--- config.mk ---
export PLATFORM = sky130hd
export DESIGN_NAME = smpc_top
export DESIGN_NICKNAME = d
export VERILOG_FILES = /design/src/inc/smpc_pkg.sv /design/src/verilog/smpc_wake_tick.sv /design/src/verilog/smpc_pin_latch.sv /design/src/verilog/smpc_top.sv
export SDC_FILE = /design/constraint.sdc
export NUM_CORES = 1
export LEC_CHECK = 0
export BUFFER_PORTS_ARGS = -buffer_cell sky130_fd_sc_hd__buf_2
export CAP_MARGIN = 20
export CORE_MARGIN = 2
export CORE_UTILIZATION = 37
export CTS_BUF_LIST = sky130_fd_sc_hd__clkbuf_16
export CTS_CLUSTER_DIAMETER = 120
export DETAILED_ROUTE_END_ITERATION = 8
export GPL_TIMING_DRIVEN = 0
export PLACE_DENSITY_LB_ADDON = 0.25
export SLEW_MARGIN = 10
export SYNTH_ARGS = -nofsm -noshare
export SYNTH_HDL_FRONTEND = slang
export SYNTH_SLANG_ARGS = --single-unit
--- constraint.sdc ---
create_clock -name mclk_i -period 2.7 [get_ports mclk_i]
set_clock_uncertainty 0.1 [all_clocks]
set_input_delay 0.54 -clock mclk_i [delete_from_list [all_inputs] [get_ports mclk_i]]
set_output_delay 0.54 -clock mclk_i [all_outputs]
set_load 0.01 [all_outputs]
--- src/inc/smpc_pkg.sv ---
// Purpose: constants for the stop mode power controller
// Assumes: 8-bit register port, 50 MHz mclk_i
// Notes: register offsets are byte indices on the plain port
package smpc_pkg;
  localparam int CLK_HZ = 50_000_000;
  localparam int WAKE_OSC_HZ = 1000; // self-clocked wake source
  localparam int WAKE_OSC_CYCLES = CLK_HZ / WAKE_OSC_HZ;
  localparam logic [15:0] TICK_BASE_MS = 16'h0004;
  // register indices
  localparam logic [3:0] ADDR_SYS_OPT = 4'h0;
  localparam logic [3:0] ADDR_PWR_CTRL2 = 4'h1;
  localparam logic [3:0] ADDR_TICK_CTRL = 4'h2;
  localparam logic [3:0] ADDR_DBG_CTRL = 4'h3;
  localparam logic [3:0] ADDR_CLKGEN1 = 4'h4;
  localparam logic [3:0] ADDR_STATUS = 4'h5;
  // field positions
  localparam int B_STOP_ALLOW = 0;
  localparam int B_PPD_SEL = 0;
  localparam int B_PPD_ACK = 1;
  localparam int B_PPD_FLAG = 2;
  localparam int B_LOWVOLT_KEEP = 3;
  localparam int B_LOWVOLT_ON = 4;
  localparam int B_TICK_FLAG = 3;
  localparam int B_TICK_ACK = 4;
  localparam int B_DBG_ALLOW = 0;
  localparam int B_OSC_KEEP = 0;
  localparam int B_ADC_ASYNC = 1;
  // reset values
  localparam logic RST_STOP_ALLOW = 1'b0;
  localparam logic RST_PPD_SEL = 1'b0;
  localparam logic RST_LOWVOLT_KEEP = 1'b0;
  localparam logic RST_LOWVOLT_ON = 1'b0;
  localparam logic [2:0] RST_TICK_SEL = 3'h0;
  localparam logic RST_DBG_ALLOW = 1'b0;
  localparam logic RST_OSC_KEEP = 1'b0;
  localparam logic RST_ADC_ASYNC = 1'b0;
  typedef enum logic [1:0] {ST_RUN, ST_DEEP, ST_RET} smpc_state_t;
endpackage

--- src/verilog/smpc_wake_tick.sv ---
// Purpose: periodic wake tick from the 1 kHz wake source
// Assumes: source modelled by a divider of mclk_i
// Notes: interval is TICK_BASE_MS << select milliseconds
`timescale 1ns/1ps
`default_nettype none
module smpc_wake_tick #(
  parameter int TICK_CYCLES = smpc_pkg::WAKE_OSC_CYCLES
) (
  input wire logic mclk_i,
  input wire logic rst_i,
  input wire logic [2:0] sel_i,
  output logic tick_o,
  output logic osc_run_o
);
  initial if (TICK_CYCLES < 2) $error("TICK_CYCLES too small");
  logic [31:0] pre_reg;
  logic [15:0] ms_reg;
  wire osc_on = (sel_i != 3'h0); // select zero kills source
  wire ms_edge = osc_on && (pre_reg == 32'(TICK_CYCLES - 1));
  wire [15:0] target = smpc_pkg::TICK_BASE_MS << sel_i;
  wire ms_done = ms_edge && (ms_reg >= target - 16'h0001);
  // prescaler and interval counter
  always_ff @(posedge mclk_i)
  begin
    if (rst_i || !osc_on)
    begin
      pre_reg <= '0;
      ms_reg <= '0;
      tick_o <= 1'b0;
    end
    else
    begin
      pre_reg <= ms_edge ? '0 : pre_reg + 32'h1;
      ms_reg <= ms_done ? '0 : (ms_edge ? ms_reg + 16'h0001 : ms_reg);
      tick_o <= ms_done;
    end
    osc_run_o <= !rst_i && osc_on;
  end
endmodule
`default_nettype wire

--- src/verilog/smpc_pin_latch.sv ---
// Purpose: pin state latch for deep power-down stop
// Assumes: capture and release are one-cycle pulses
// Notes: not cleared by the power-on style wake reset
`timescale 1ns/1ps
`default_nettype none
module smpc_pin_latch #(
  parameter int PINS = 8
) (
  input wire logic mclk_i,
  input wire logic resetn_i,
  input wire logic capture_i,
  input wire logic release_i,
  input wire logic [PINS-1:0] port_out_i,
  input wire logic [PINS-1:0] port_oe_i,
  input wire logic [PINS-1:0] periph_en_i,
  input wire logic [PINS-1:0] periph_out_i,
  input wire logic [PINS-1:0] periph_oe_i,
  output logic [PINS-1:0] pad_out_o,
  output logic [PINS-1:0] pad_oe_o,
  output logic latched_o
);
  initial if (PINS < 1) $error("PINS must be positive");
  // disabled peripheral hands pin to port registers
  wire [PINS-1:0] live_out = (periph_en_i & periph_out_i) | (~periph_en_i & port_out_i);
  wire [PINS-1:0] live_oe = (periph_en_i & periph_oe_i) | (~periph_en_i & port_oe_i);
  wire latched_next = capture_i || (latched_o && !release_i);
  // hold pads while latched, else follow live values
  always_ff @(posedge mclk_i)
  begin
    if (!resetn_i)
    begin
      latched_o <= 1'b0;
      pad_out_o <= '0;
      pad_oe_o <= '0;
    end
    else
    begin
      latched_o <= latched_next;
      pad_out_o <= latched_next ? pad_out_o : live_out;
      pad_oe_o <= latched_next ? pad_oe_o : live_oe;
    end
  end
endmodule
`default_nettype wire

--- src/verilog/smpc_top.sv ---
// Purpose: stop mode power controller, mode selection and wake sequencing
// Assumes: inputs synchronous to mclk_i; stop_exec_i pulses per stop instruction
// Notes: deep wake pulses cpu_reset_o and restores register defaults
`timescale 1ns/1ps
`default_nettype none
module smpc_top #(
  parameter int PINS = 8,
  parameter int TICK_CYCLES = smpc_pkg::WAKE_OSC_CYCLES
) (
  input wire logic mclk_i,
  input wire logic resetn_i,
  input wire logic [3:0] reg_addr_i,
  input wire logic [7:0] reg_wdata_i,
  input wire logic reg_wr_i,
  input wire logic reg_rd_i,
  output logic [7:0] reg_rdata_o,
  input wire logic stop_exec_i,
  input wire logic reset_pin_n_i,
  input wire logic irq_pin_n_i,
  input wire logic irq_enable_i,
  input wire logic irq_active_high_i,
  input wire logic keypad_irq_i,
  input wire logic serial_rx_irq_i,
  input wire logic adc_irq_i,
  input wire logic lowvolt_irq_i,
  input wire logic debug_halt_cmd_i,
  input wire logic debug_status_cmd_i,
  input wire logic [PINS-1:0] port_out_i,
  input wire logic [PINS-1:0] port_oe_i,
  input wire logic [PINS-1:0] periph_en_i,
  input wire logic [PINS-1:0] periph_out_i,
  input wire logic [PINS-1:0] periph_oe_i,
  output logic [PINS-1:0] pad_out_o,
  output logic [PINS-1:0] pad_oe_o,
  output logic cpu_reset_o,
  output logic illegal_reset_o,
  output logic cpu_irq_wake_o,
  output logic debug_enter_o,
  output logic status_cmd_err_o,
  output logic deep_stop_o,
  output logic ret_stop_o,
  output logic periph_clk_en_o,
  output logic debug_clk_en_o,
  output logic core_power_on_o,
  output logic regulator_full_o,
  output logic adc_run_o,
  output logic osc_run_o,
  output logic wake_osc_run_o
);
  initial if (PINS < 1 || PINS > 64) $error("PINS out of range");

  smpc_pkg::smpc_state_t state_reg;
  smpc_pkg::smpc_state_t state_next;
  logic stop_allow_reg;
  logic ppd_sel_reg;
  logic lowvolt_keep_reg;
  logic lowvolt_on_reg;
  logic [2:0] tick_sel_reg;
  logic dbg_allow_reg;
  logic osc_keep_reg;
  logic adc_async_reg;
  logic wake_flag_reg;
  logic tick_flag_reg;
  logic illegal_seen_reg;
  logic soft_rst_reg;
  logic tick_w;
  logic latched_w;

  // register port decode
  wire wr_sys = reg_wr_i && (reg_addr_i == smpc_pkg::ADDR_SYS_OPT);
  wire wr_pwr = reg_wr_i && (reg_addr_i == smpc_pkg::ADDR_PWR_CTRL2);
  wire wr_tick = reg_wr_i && (reg_addr_i == smpc_pkg::ADDR_TICK_CTRL);
  wire wr_dbg = reg_wr_i && (reg_addr_i == smpc_pkg::ADDR_DBG_CTRL);
  wire wr_clk = reg_wr_i && (reg_addr_i == smpc_pkg::ADDR_CLKGEN1);
  wire ack_wr = wr_pwr && reg_wdata_i[smpc_pkg::B_PPD_ACK]; // writing 0 does nothing
  wire tick_ack = wr_tick && reg_wdata_i[smpc_pkg::B_TICK_ACK];
  wire regs_rst = !resetn_i || soft_rst_reg; // wake from deep restores defaults

  // stop decisions
  wire lowvolt_in_stop = lowvolt_on_reg && lowvolt_keep_reg;
  wire deep_ok = ppd_sel_reg && stop_allow_reg && !lowvolt_in_stop && !dbg_allow_reg;
  wire run_stop = (state_reg == smpc_pkg::ST_RUN) && stop_exec_i;
  wire go_illegal = run_stop && !stop_allow_reg;
  wire go_deep = run_stop && deep_ok;
  wire go_ret = run_stop && stop_allow_reg && !deep_ok;

  // wake sources
  wire irq_cfg_hit = irq_enable_i && (irq_active_high_i ? irq_pin_n_i : !irq_pin_n_i);
  wire deep_wake = !reset_pin_n_i || !irq_pin_n_i || tick_w; // irq forced low-active
  wire ret_int = irq_cfg_hit || keypad_irq_i || tick_w || serial_rx_irq_i || adc_irq_i
    || lowvolt_irq_i;
  wire in_deep = (state_reg == smpc_pkg::ST_DEEP);
  wire in_ret = (state_reg == smpc_pkg::ST_RET);
  wire in_stop = in_deep || in_ret;
  wire dbg_halt = in_ret && dbg_allow_reg && debug_halt_cmd_i;
  wire deep_exit = in_deep && deep_wake;
  wire ret_rst = in_ret && !reset_pin_n_i;
  wire ret_irq = in_ret && reset_pin_n_i && ret_int;
  wire ret_dbg = in_ret && reset_pin_n_i && !ret_int && dbg_halt;

  // mode state machine
  always_comb
  begin
    state_next = state_reg;
    case (state_reg)
      smpc_pkg::ST_RUN:
      begin
        if (go_deep)
          state_next = smpc_pkg::ST_DEEP;
        else if (go_ret)
          state_next = smpc_pkg::ST_RET;
      end
      smpc_pkg::ST_DEEP:
      begin
        if (deep_wake)
          state_next = smpc_pkg::ST_RUN;
      end
      smpc_pkg::ST_RET:
      begin
        if (!reset_pin_n_i || ret_int || dbg_halt)
          state_next = smpc_pkg::ST_RUN;
      end
      default: state_next = smpc_pkg::ST_RUN;
    endcase
  end

  // power and clock gating targets
  wire nx_deep = (state_next == smpc_pkg::ST_DEEP);
  wire nx_ret = (state_next == smpc_pkg::ST_RET);
  wire nx_stop = nx_deep || nx_ret;
  wire nx_dbg_clk = !nx_stop || dbg_allow_reg;
  wire nx_reg_full = !nx_stop || dbg_allow_reg || lowvolt_in_stop;
  wire nx_adc = !nx_stop || (nx_ret && adc_async_reg && lowvolt_in_stop);
  wire nx_osc = !nx_stop || (nx_ret && (osc_keep_reg || dbg_allow_reg));

  // read data, one cycle after the strobe
  wire [7:0] rd_sys = 8'({7'h00, stop_allow_reg});
  wire [7:0] rd_pwr = 8'({3'h0, lowvolt_on_reg, lowvolt_keep_reg, wake_flag_reg, 1'b0,
    ppd_sel_reg});
  wire [7:0] rd_tick = 8'({4'h0, tick_flag_reg, tick_sel_reg});
  wire [7:0] rd_dbg = 8'({7'h00, dbg_allow_reg});
  wire [7:0] rd_clk = 8'({6'h00, adc_async_reg, osc_keep_reg});
  wire [7:0] rd_stat = 8'({4'h0, illegal_seen_reg, latched_w, ret_stop_o, deep_stop_o});
  wire [7:0] rd_mux =
    (reg_addr_i == smpc_pkg::ADDR_SYS_OPT) ? rd_sys :
    (reg_addr_i == smpc_pkg::ADDR_PWR_CTRL2) ? rd_pwr :
    (reg_addr_i == smpc_pkg::ADDR_TICK_CTRL) ? rd_tick :
    (reg_addr_i == smpc_pkg::ADDR_DBG_CTRL) ? rd_dbg :
    (reg_addr_i == smpc_pkg::ADDR_CLKGEN1) ? rd_clk :
    (reg_addr_i == smpc_pkg::ADDR_STATUS) ? rd_stat : 8'h00;

  // software control registers, restored by deep wake
  always_ff @(posedge mclk_i)
  begin
    if (regs_rst)
    begin
      stop_allow_reg <= smpc_pkg::RST_STOP_ALLOW;
      ppd_sel_reg <= smpc_pkg::RST_PPD_SEL;
      lowvolt_keep_reg <= smpc_pkg::RST_LOWVOLT_KEEP;
      lowvolt_on_reg <= smpc_pkg::RST_LOWVOLT_ON;
      tick_sel_reg <= smpc_pkg::RST_TICK_SEL;
      dbg_allow_reg <= smpc_pkg::RST_DBG_ALLOW;
      osc_keep_reg <= smpc_pkg::RST_OSC_KEEP;
      adc_async_reg <= smpc_pkg::RST_ADC_ASYNC;
      tick_flag_reg <= 1'b0;
    end
    else
    begin
      if (wr_sys)
        stop_allow_reg <= reg_wdata_i[smpc_pkg::B_STOP_ALLOW];
      if (wr_pwr)
      begin
        ppd_sel_reg <= reg_wdata_i[smpc_pkg::B_PPD_SEL];
        lowvolt_keep_reg <= reg_wdata_i[smpc_pkg::B_LOWVOLT_KEEP];
        lowvolt_on_reg <= reg_wdata_i[smpc_pkg::B_LOWVOLT_ON];
      end
      if (wr_tick)
        tick_sel_reg <= reg_wdata_i[2:0];
      if (wr_dbg)
        dbg_allow_reg <= reg_wdata_i[smpc_pkg::B_DBG_ALLOW];
      if (wr_clk)
      begin
        osc_keep_reg <= reg_wdata_i[smpc_pkg::B_OSC_KEEP];
        adc_async_reg <= reg_wdata_i[smpc_pkg::B_ADC_ASYNC];
      end
      tick_flag_reg <= tick_w || (tick_flag_reg && !tick_ack); // set beats clear
    end
  end

  // wake flag survives the wake reset, cleared only by ack
  always_ff @(posedge mclk_i)
  begin
    if (!resetn_i)
    begin
      wake_flag_reg <= 1'b0;
      illegal_seen_reg <= 1'b0;
    end
    else
    begin
      wake_flag_reg <= deep_exit || (wake_flag_reg && !ack_wr);
      illegal_seen_reg <= go_illegal || (illegal_seen_reg && !wr_sys);
    end
  end

  // state, pulses and registered outputs
  always_ff @(posedge mclk_i)
  begin
    if (!resetn_i)
    begin
      state_reg <= smpc_pkg::ST_RUN;
      soft_rst_reg <= 1'b0;
      reg_rdata_o <= 8'h00;
      cpu_reset_o <= 1'b0;
      illegal_reset_o <= 1'b0;
      cpu_irq_wake_o <= 1'b0;
      debug_enter_o <= 1'b0;
      status_cmd_err_o <= 1'b0;
      deep_stop_o <= 1'b0;
      ret_stop_o <= 1'b0;
      periph_clk_en_o <= 1'b1;
      debug_clk_en_o <= 1'b1;
      core_power_on_o <= 1'b1;
      regulator_full_o <= 1'b1;
      adc_run_o <= 1'b1;
      osc_run_o <= 1'b1;
    end
    else
    begin
      state_reg <= state_next;
      soft_rst_reg <= deep_exit || ret_rst;
      reg_rdata_o <= reg_rd_i ? rd_mux : 8'h00;
      cpu_reset_o <= deep_exit || ret_rst || go_illegal;
      illegal_reset_o <= go_illegal;
      cpu_irq_wake_o <= ret_irq;
      debug_enter_o <= ret_dbg;
      status_cmd_err_o <= in_stop && debug_status_cmd_i;
      deep_stop_o <= nx_deep;
      ret_stop_o <= nx_ret;
      periph_clk_en_o <= !nx_stop;
      debug_clk_en_o <= nx_dbg_clk;
      core_power_on_o <= !nx_deep;
      regulator_full_o <= nx_reg_full;
      adc_run_o <= nx_adc;
      osc_run_o <= nx_osc;
    end
  end

  smpc_wake_tick #(
    .TICK_CYCLES(TICK_CYCLES)
  ) u_tick (
    .mclk_i(mclk_i),
    .rst_i(regs_rst),
    .sel_i(tick_sel_reg),
    .tick_o(tick_w),
    .osc_run_o(wake_osc_run_o)
  );

  smpc_pin_latch #(
    .PINS(PINS)
  ) u_latch (
    .mclk_i(mclk_i),
    .resetn_i(resetn_i),
    .capture_i(go_deep),
    .release_i(ack_wr),
    .port_out_i(port_out_i),
    .port_oe_i(port_oe_i),
    .periph_en_i(periph_en_i),
    .periph_out_i(periph_out_i),
    .periph_oe_i(periph_oe_i),
    .pad_out_o(pad_out_o),
    .pad_oe_o(pad_oe_o),
    .latched_o(latched_w)
  );
endmodule
`default_nettype wire

==> summary.txt <==
Cells and area
  – Layout cells sized above 1: 24.1%
  – Post-Layout Inst Area: approximately 6200 µm²
  – Area delta synth->final: 22.3%
  – Max FFs per register: 32
  – Filler-free cell count of the finished design: 860
  – Antenna Cells: 0
  – Final core occ: a little under half
  – Nets: around 760
  – # fillers: between 1k and 1.5k

Drt
  – Total wire length: 11800 µm
  – WL/cell: around 14 µm
  – Remaining antenna violation count: 0
  – DRT Pass-1 Iters: 4
  – Iter 0 DRT Violations: about 230
  – Vias: ~4.4k
  – Post-route DRC: 0
  – Vias per cell: between 5 and 6

GRT
  – Largest net degree at the start of global routing: 18
  – Vias in the first global route: between 4k and 5k
  – First-pass GRT wire length: between 15000 and 20000 µm
  – GRT Util Overall: between 10% and 20%
  – Initial antenna violation count: 0
  – GRT overflow: 0

Synth
  – Synth async-reset ratio: 0%
  – Synth top area cells: dfxtp_1, xnor2_1, mux2i_1
  – Area fraction in compound gates after synthesis: 11.4%
  – Largest family of logic cells by synthesized area: simple AND/OR/NAND/NOR gates
  – Post-synth top area cell: dfxtp_1
  – Top cells by count, synth: dfxtp_1, nand2_1, nor2_1
  – Top cell type's share of synthesized area: 40.1%
  – Post-Syn Area: a little over 5000 µm²
  – Most common cell in the netlist: dfxtp_1
  – Syn. warnings: 0
  – Netlist cell types: 62
  – Post-Synth XOR/XNOR Area: under 10%
  – Post-synthesis simple-gate area fraction: 27.9%
  – Synthesized-area fraction occupied by adder cells: under 10%
  – Syn_area_per_cell: 8.90 µm²
  – Gate count after technology mapping: between 500 and 600
  – Prevailing post-synth register cell: dfxtp_1
  – Sequential-to-total area share from yosys stat: around 40%
  – Number of synthesized flops with an enable pin: 0
  – Mux cell area share after synthesis: approximately 4.8%
  – Seq cells post-synth: 101

Die
  – Die W: approximately 120 µm
  – Row count: 42
  – Die Span Y: 121 µm
  – DIE AREA: roughly 15000 µm²
  – Io pins: about 110
  – Initial Utilization: 37.9%
  – Core area: about 13000 µm²

Critical path
  – CP max FO: 5
  – Critical Path AT: ~3000 ps
  – Setup crit start kind: register
  – Critical path class: reg2reg
  – CP Capture Type: register
  – WP data required: 2850 ps

STA
  – TNS Setup: -2120 ps
  – Worst slew pin tran: ~800 ps
  – Final Cycle Share: 108%
  – Period minus WS final: between 2000 and 3000 ps
  – Setup ws final: -203 ps
  – RSZ-0062 raised after global routing: true
  – Fmax: between 300 and 400 MHz
  – Slew Viols, Final: 0
  – Slew HR: approximately 45%
  – Final setup vio count: 16
  – Final hold slack: around 320 ps
  – Fin. Hold Viols: 0

Clocking
  – Cts hold-fix bufs: 0
  – Htree depth: 3
  – Reg clk slew, reported paths: about 70 ps
  – Clock Latency Late Sink: approximately 340 ps
  – Root Driver: clkbuf_16
  – CTS buffer count: 9
  – CTS tree: yes
  – Sink Count: roughly 100
  – CTS Buffer Depth: 2

Placement
  – Global placement routability congestion: between 0.9 and 1
  – Dpl cells: 839
  – Final HPWL from detailed placement: approximately 8900 µm
  – PortBufs: 94
  – DP Worst Slack: -518 ps
  – Post-DP Area: 5780 µm²

Power
  – Worst VDD drop: between 300 and 400 µV
  – Leakage: 2.48 nW
  – Overall power: between 3 and 4 mW
  – Pwr dens: 506 nW/µm²

Flow run
  – Max_cap viols: 0

Status
  – Run status: complete, but fails checks
  – Failing checks: negative setup slack

Worst hold path
  – Worst hold path type: in2reg
## where the power goes
part | leakage, nW | total [mW] | internal [mW] | switching [mW]
Sequential | 0.821 | 1.52 | 1.51 | 0.0125
Clock | 0.152 | 1.38 | 0.817 | 0.567
Combinational | 1.50 | 0.213 | 0.105 | 0.108
Total | 2.48 | 3.12 | 2.43 | 0.688
## repair_timing
action / 4_1_cts / 5_1_grt
setup endpoints to repair: 17 / 30
setup buffers: 6 / 2
gates resized for setup: 7 / 4
pin swaps: 9 / 1
## placed cells by master, fill, tap and decap left out, types with 13 or more instances in the layout
cell,netlist,final
nor2_1,55,55
ha_1,15,14
nand3_1,31,31
dfxtp_1,101,98
o211a_1,17,17
nor3_1,20,19
nand2_1,56,56
and3_1,14,14
a21oi_1,21,20
buf_2,15,106
mux2i_1,24,24
nand4_1,13,13
nor4_1,17,17
xnor2_1,35,35
clkbuf_1,14,13
## cell type report
class,instances,area [µm²],area share [%]
clock inverter,7,97.6,1.58
tap,176,220,3.57
inverter,12,45.0,0.730
buffer,33,173,2.80
timing repair buffer,102,534,8.66
sequential,101,2030,32.9
clock buffer,9,225,3.65
multi-input combinational,420,2840,46.1
## routing by layer
layer	routed length, µm	track usage, %
met1	5380	21.1
met2	5610	28.4
met3	686	4.91
met4	120	4.65
met5	0	0
## cells by family (layout without fill, tap and decap cells)
group | after synthesis | count (layout)
compound gates | 72 | 72
xor+xnor | 43 | 43
fa+ha+maj | 15 | 15
buf+inv | 48 | 163
flops | 101 | 101
mux | 24 | 24
other cells | 2 | 4
simple gates | 262 | 262
## worst max-delay path, cell delays in order (launching register included)
cell and delay [ps]:
dfxtp_4 350, or3_4 400, ha_4 180, xor2_1 150, nor2_1 120, a21oi_2 50
ha_1 280, nor4bb_4 150, a221o_1 340, a211oi_4 250, nand2_2 160, o41ai_2 280
## final timing paths
check / startpoint / end / slack (ps) / depth (start not counted)
min reg2reg: u_tick.pre_reg[0] / u_tick.pre_reg[0] / 380 / 1
max: tick_sel_reg[2] / u_tick.ms_reg[3] / -200 / 11
min: debug_status_cmd_i / status_cmd_err_o / 320 / 2
max reg2reg: tick_sel_reg[2] / u_tick.ms_reg[3] / -200 / 11
Note: power is estimated with default switching activity, not from simulation.
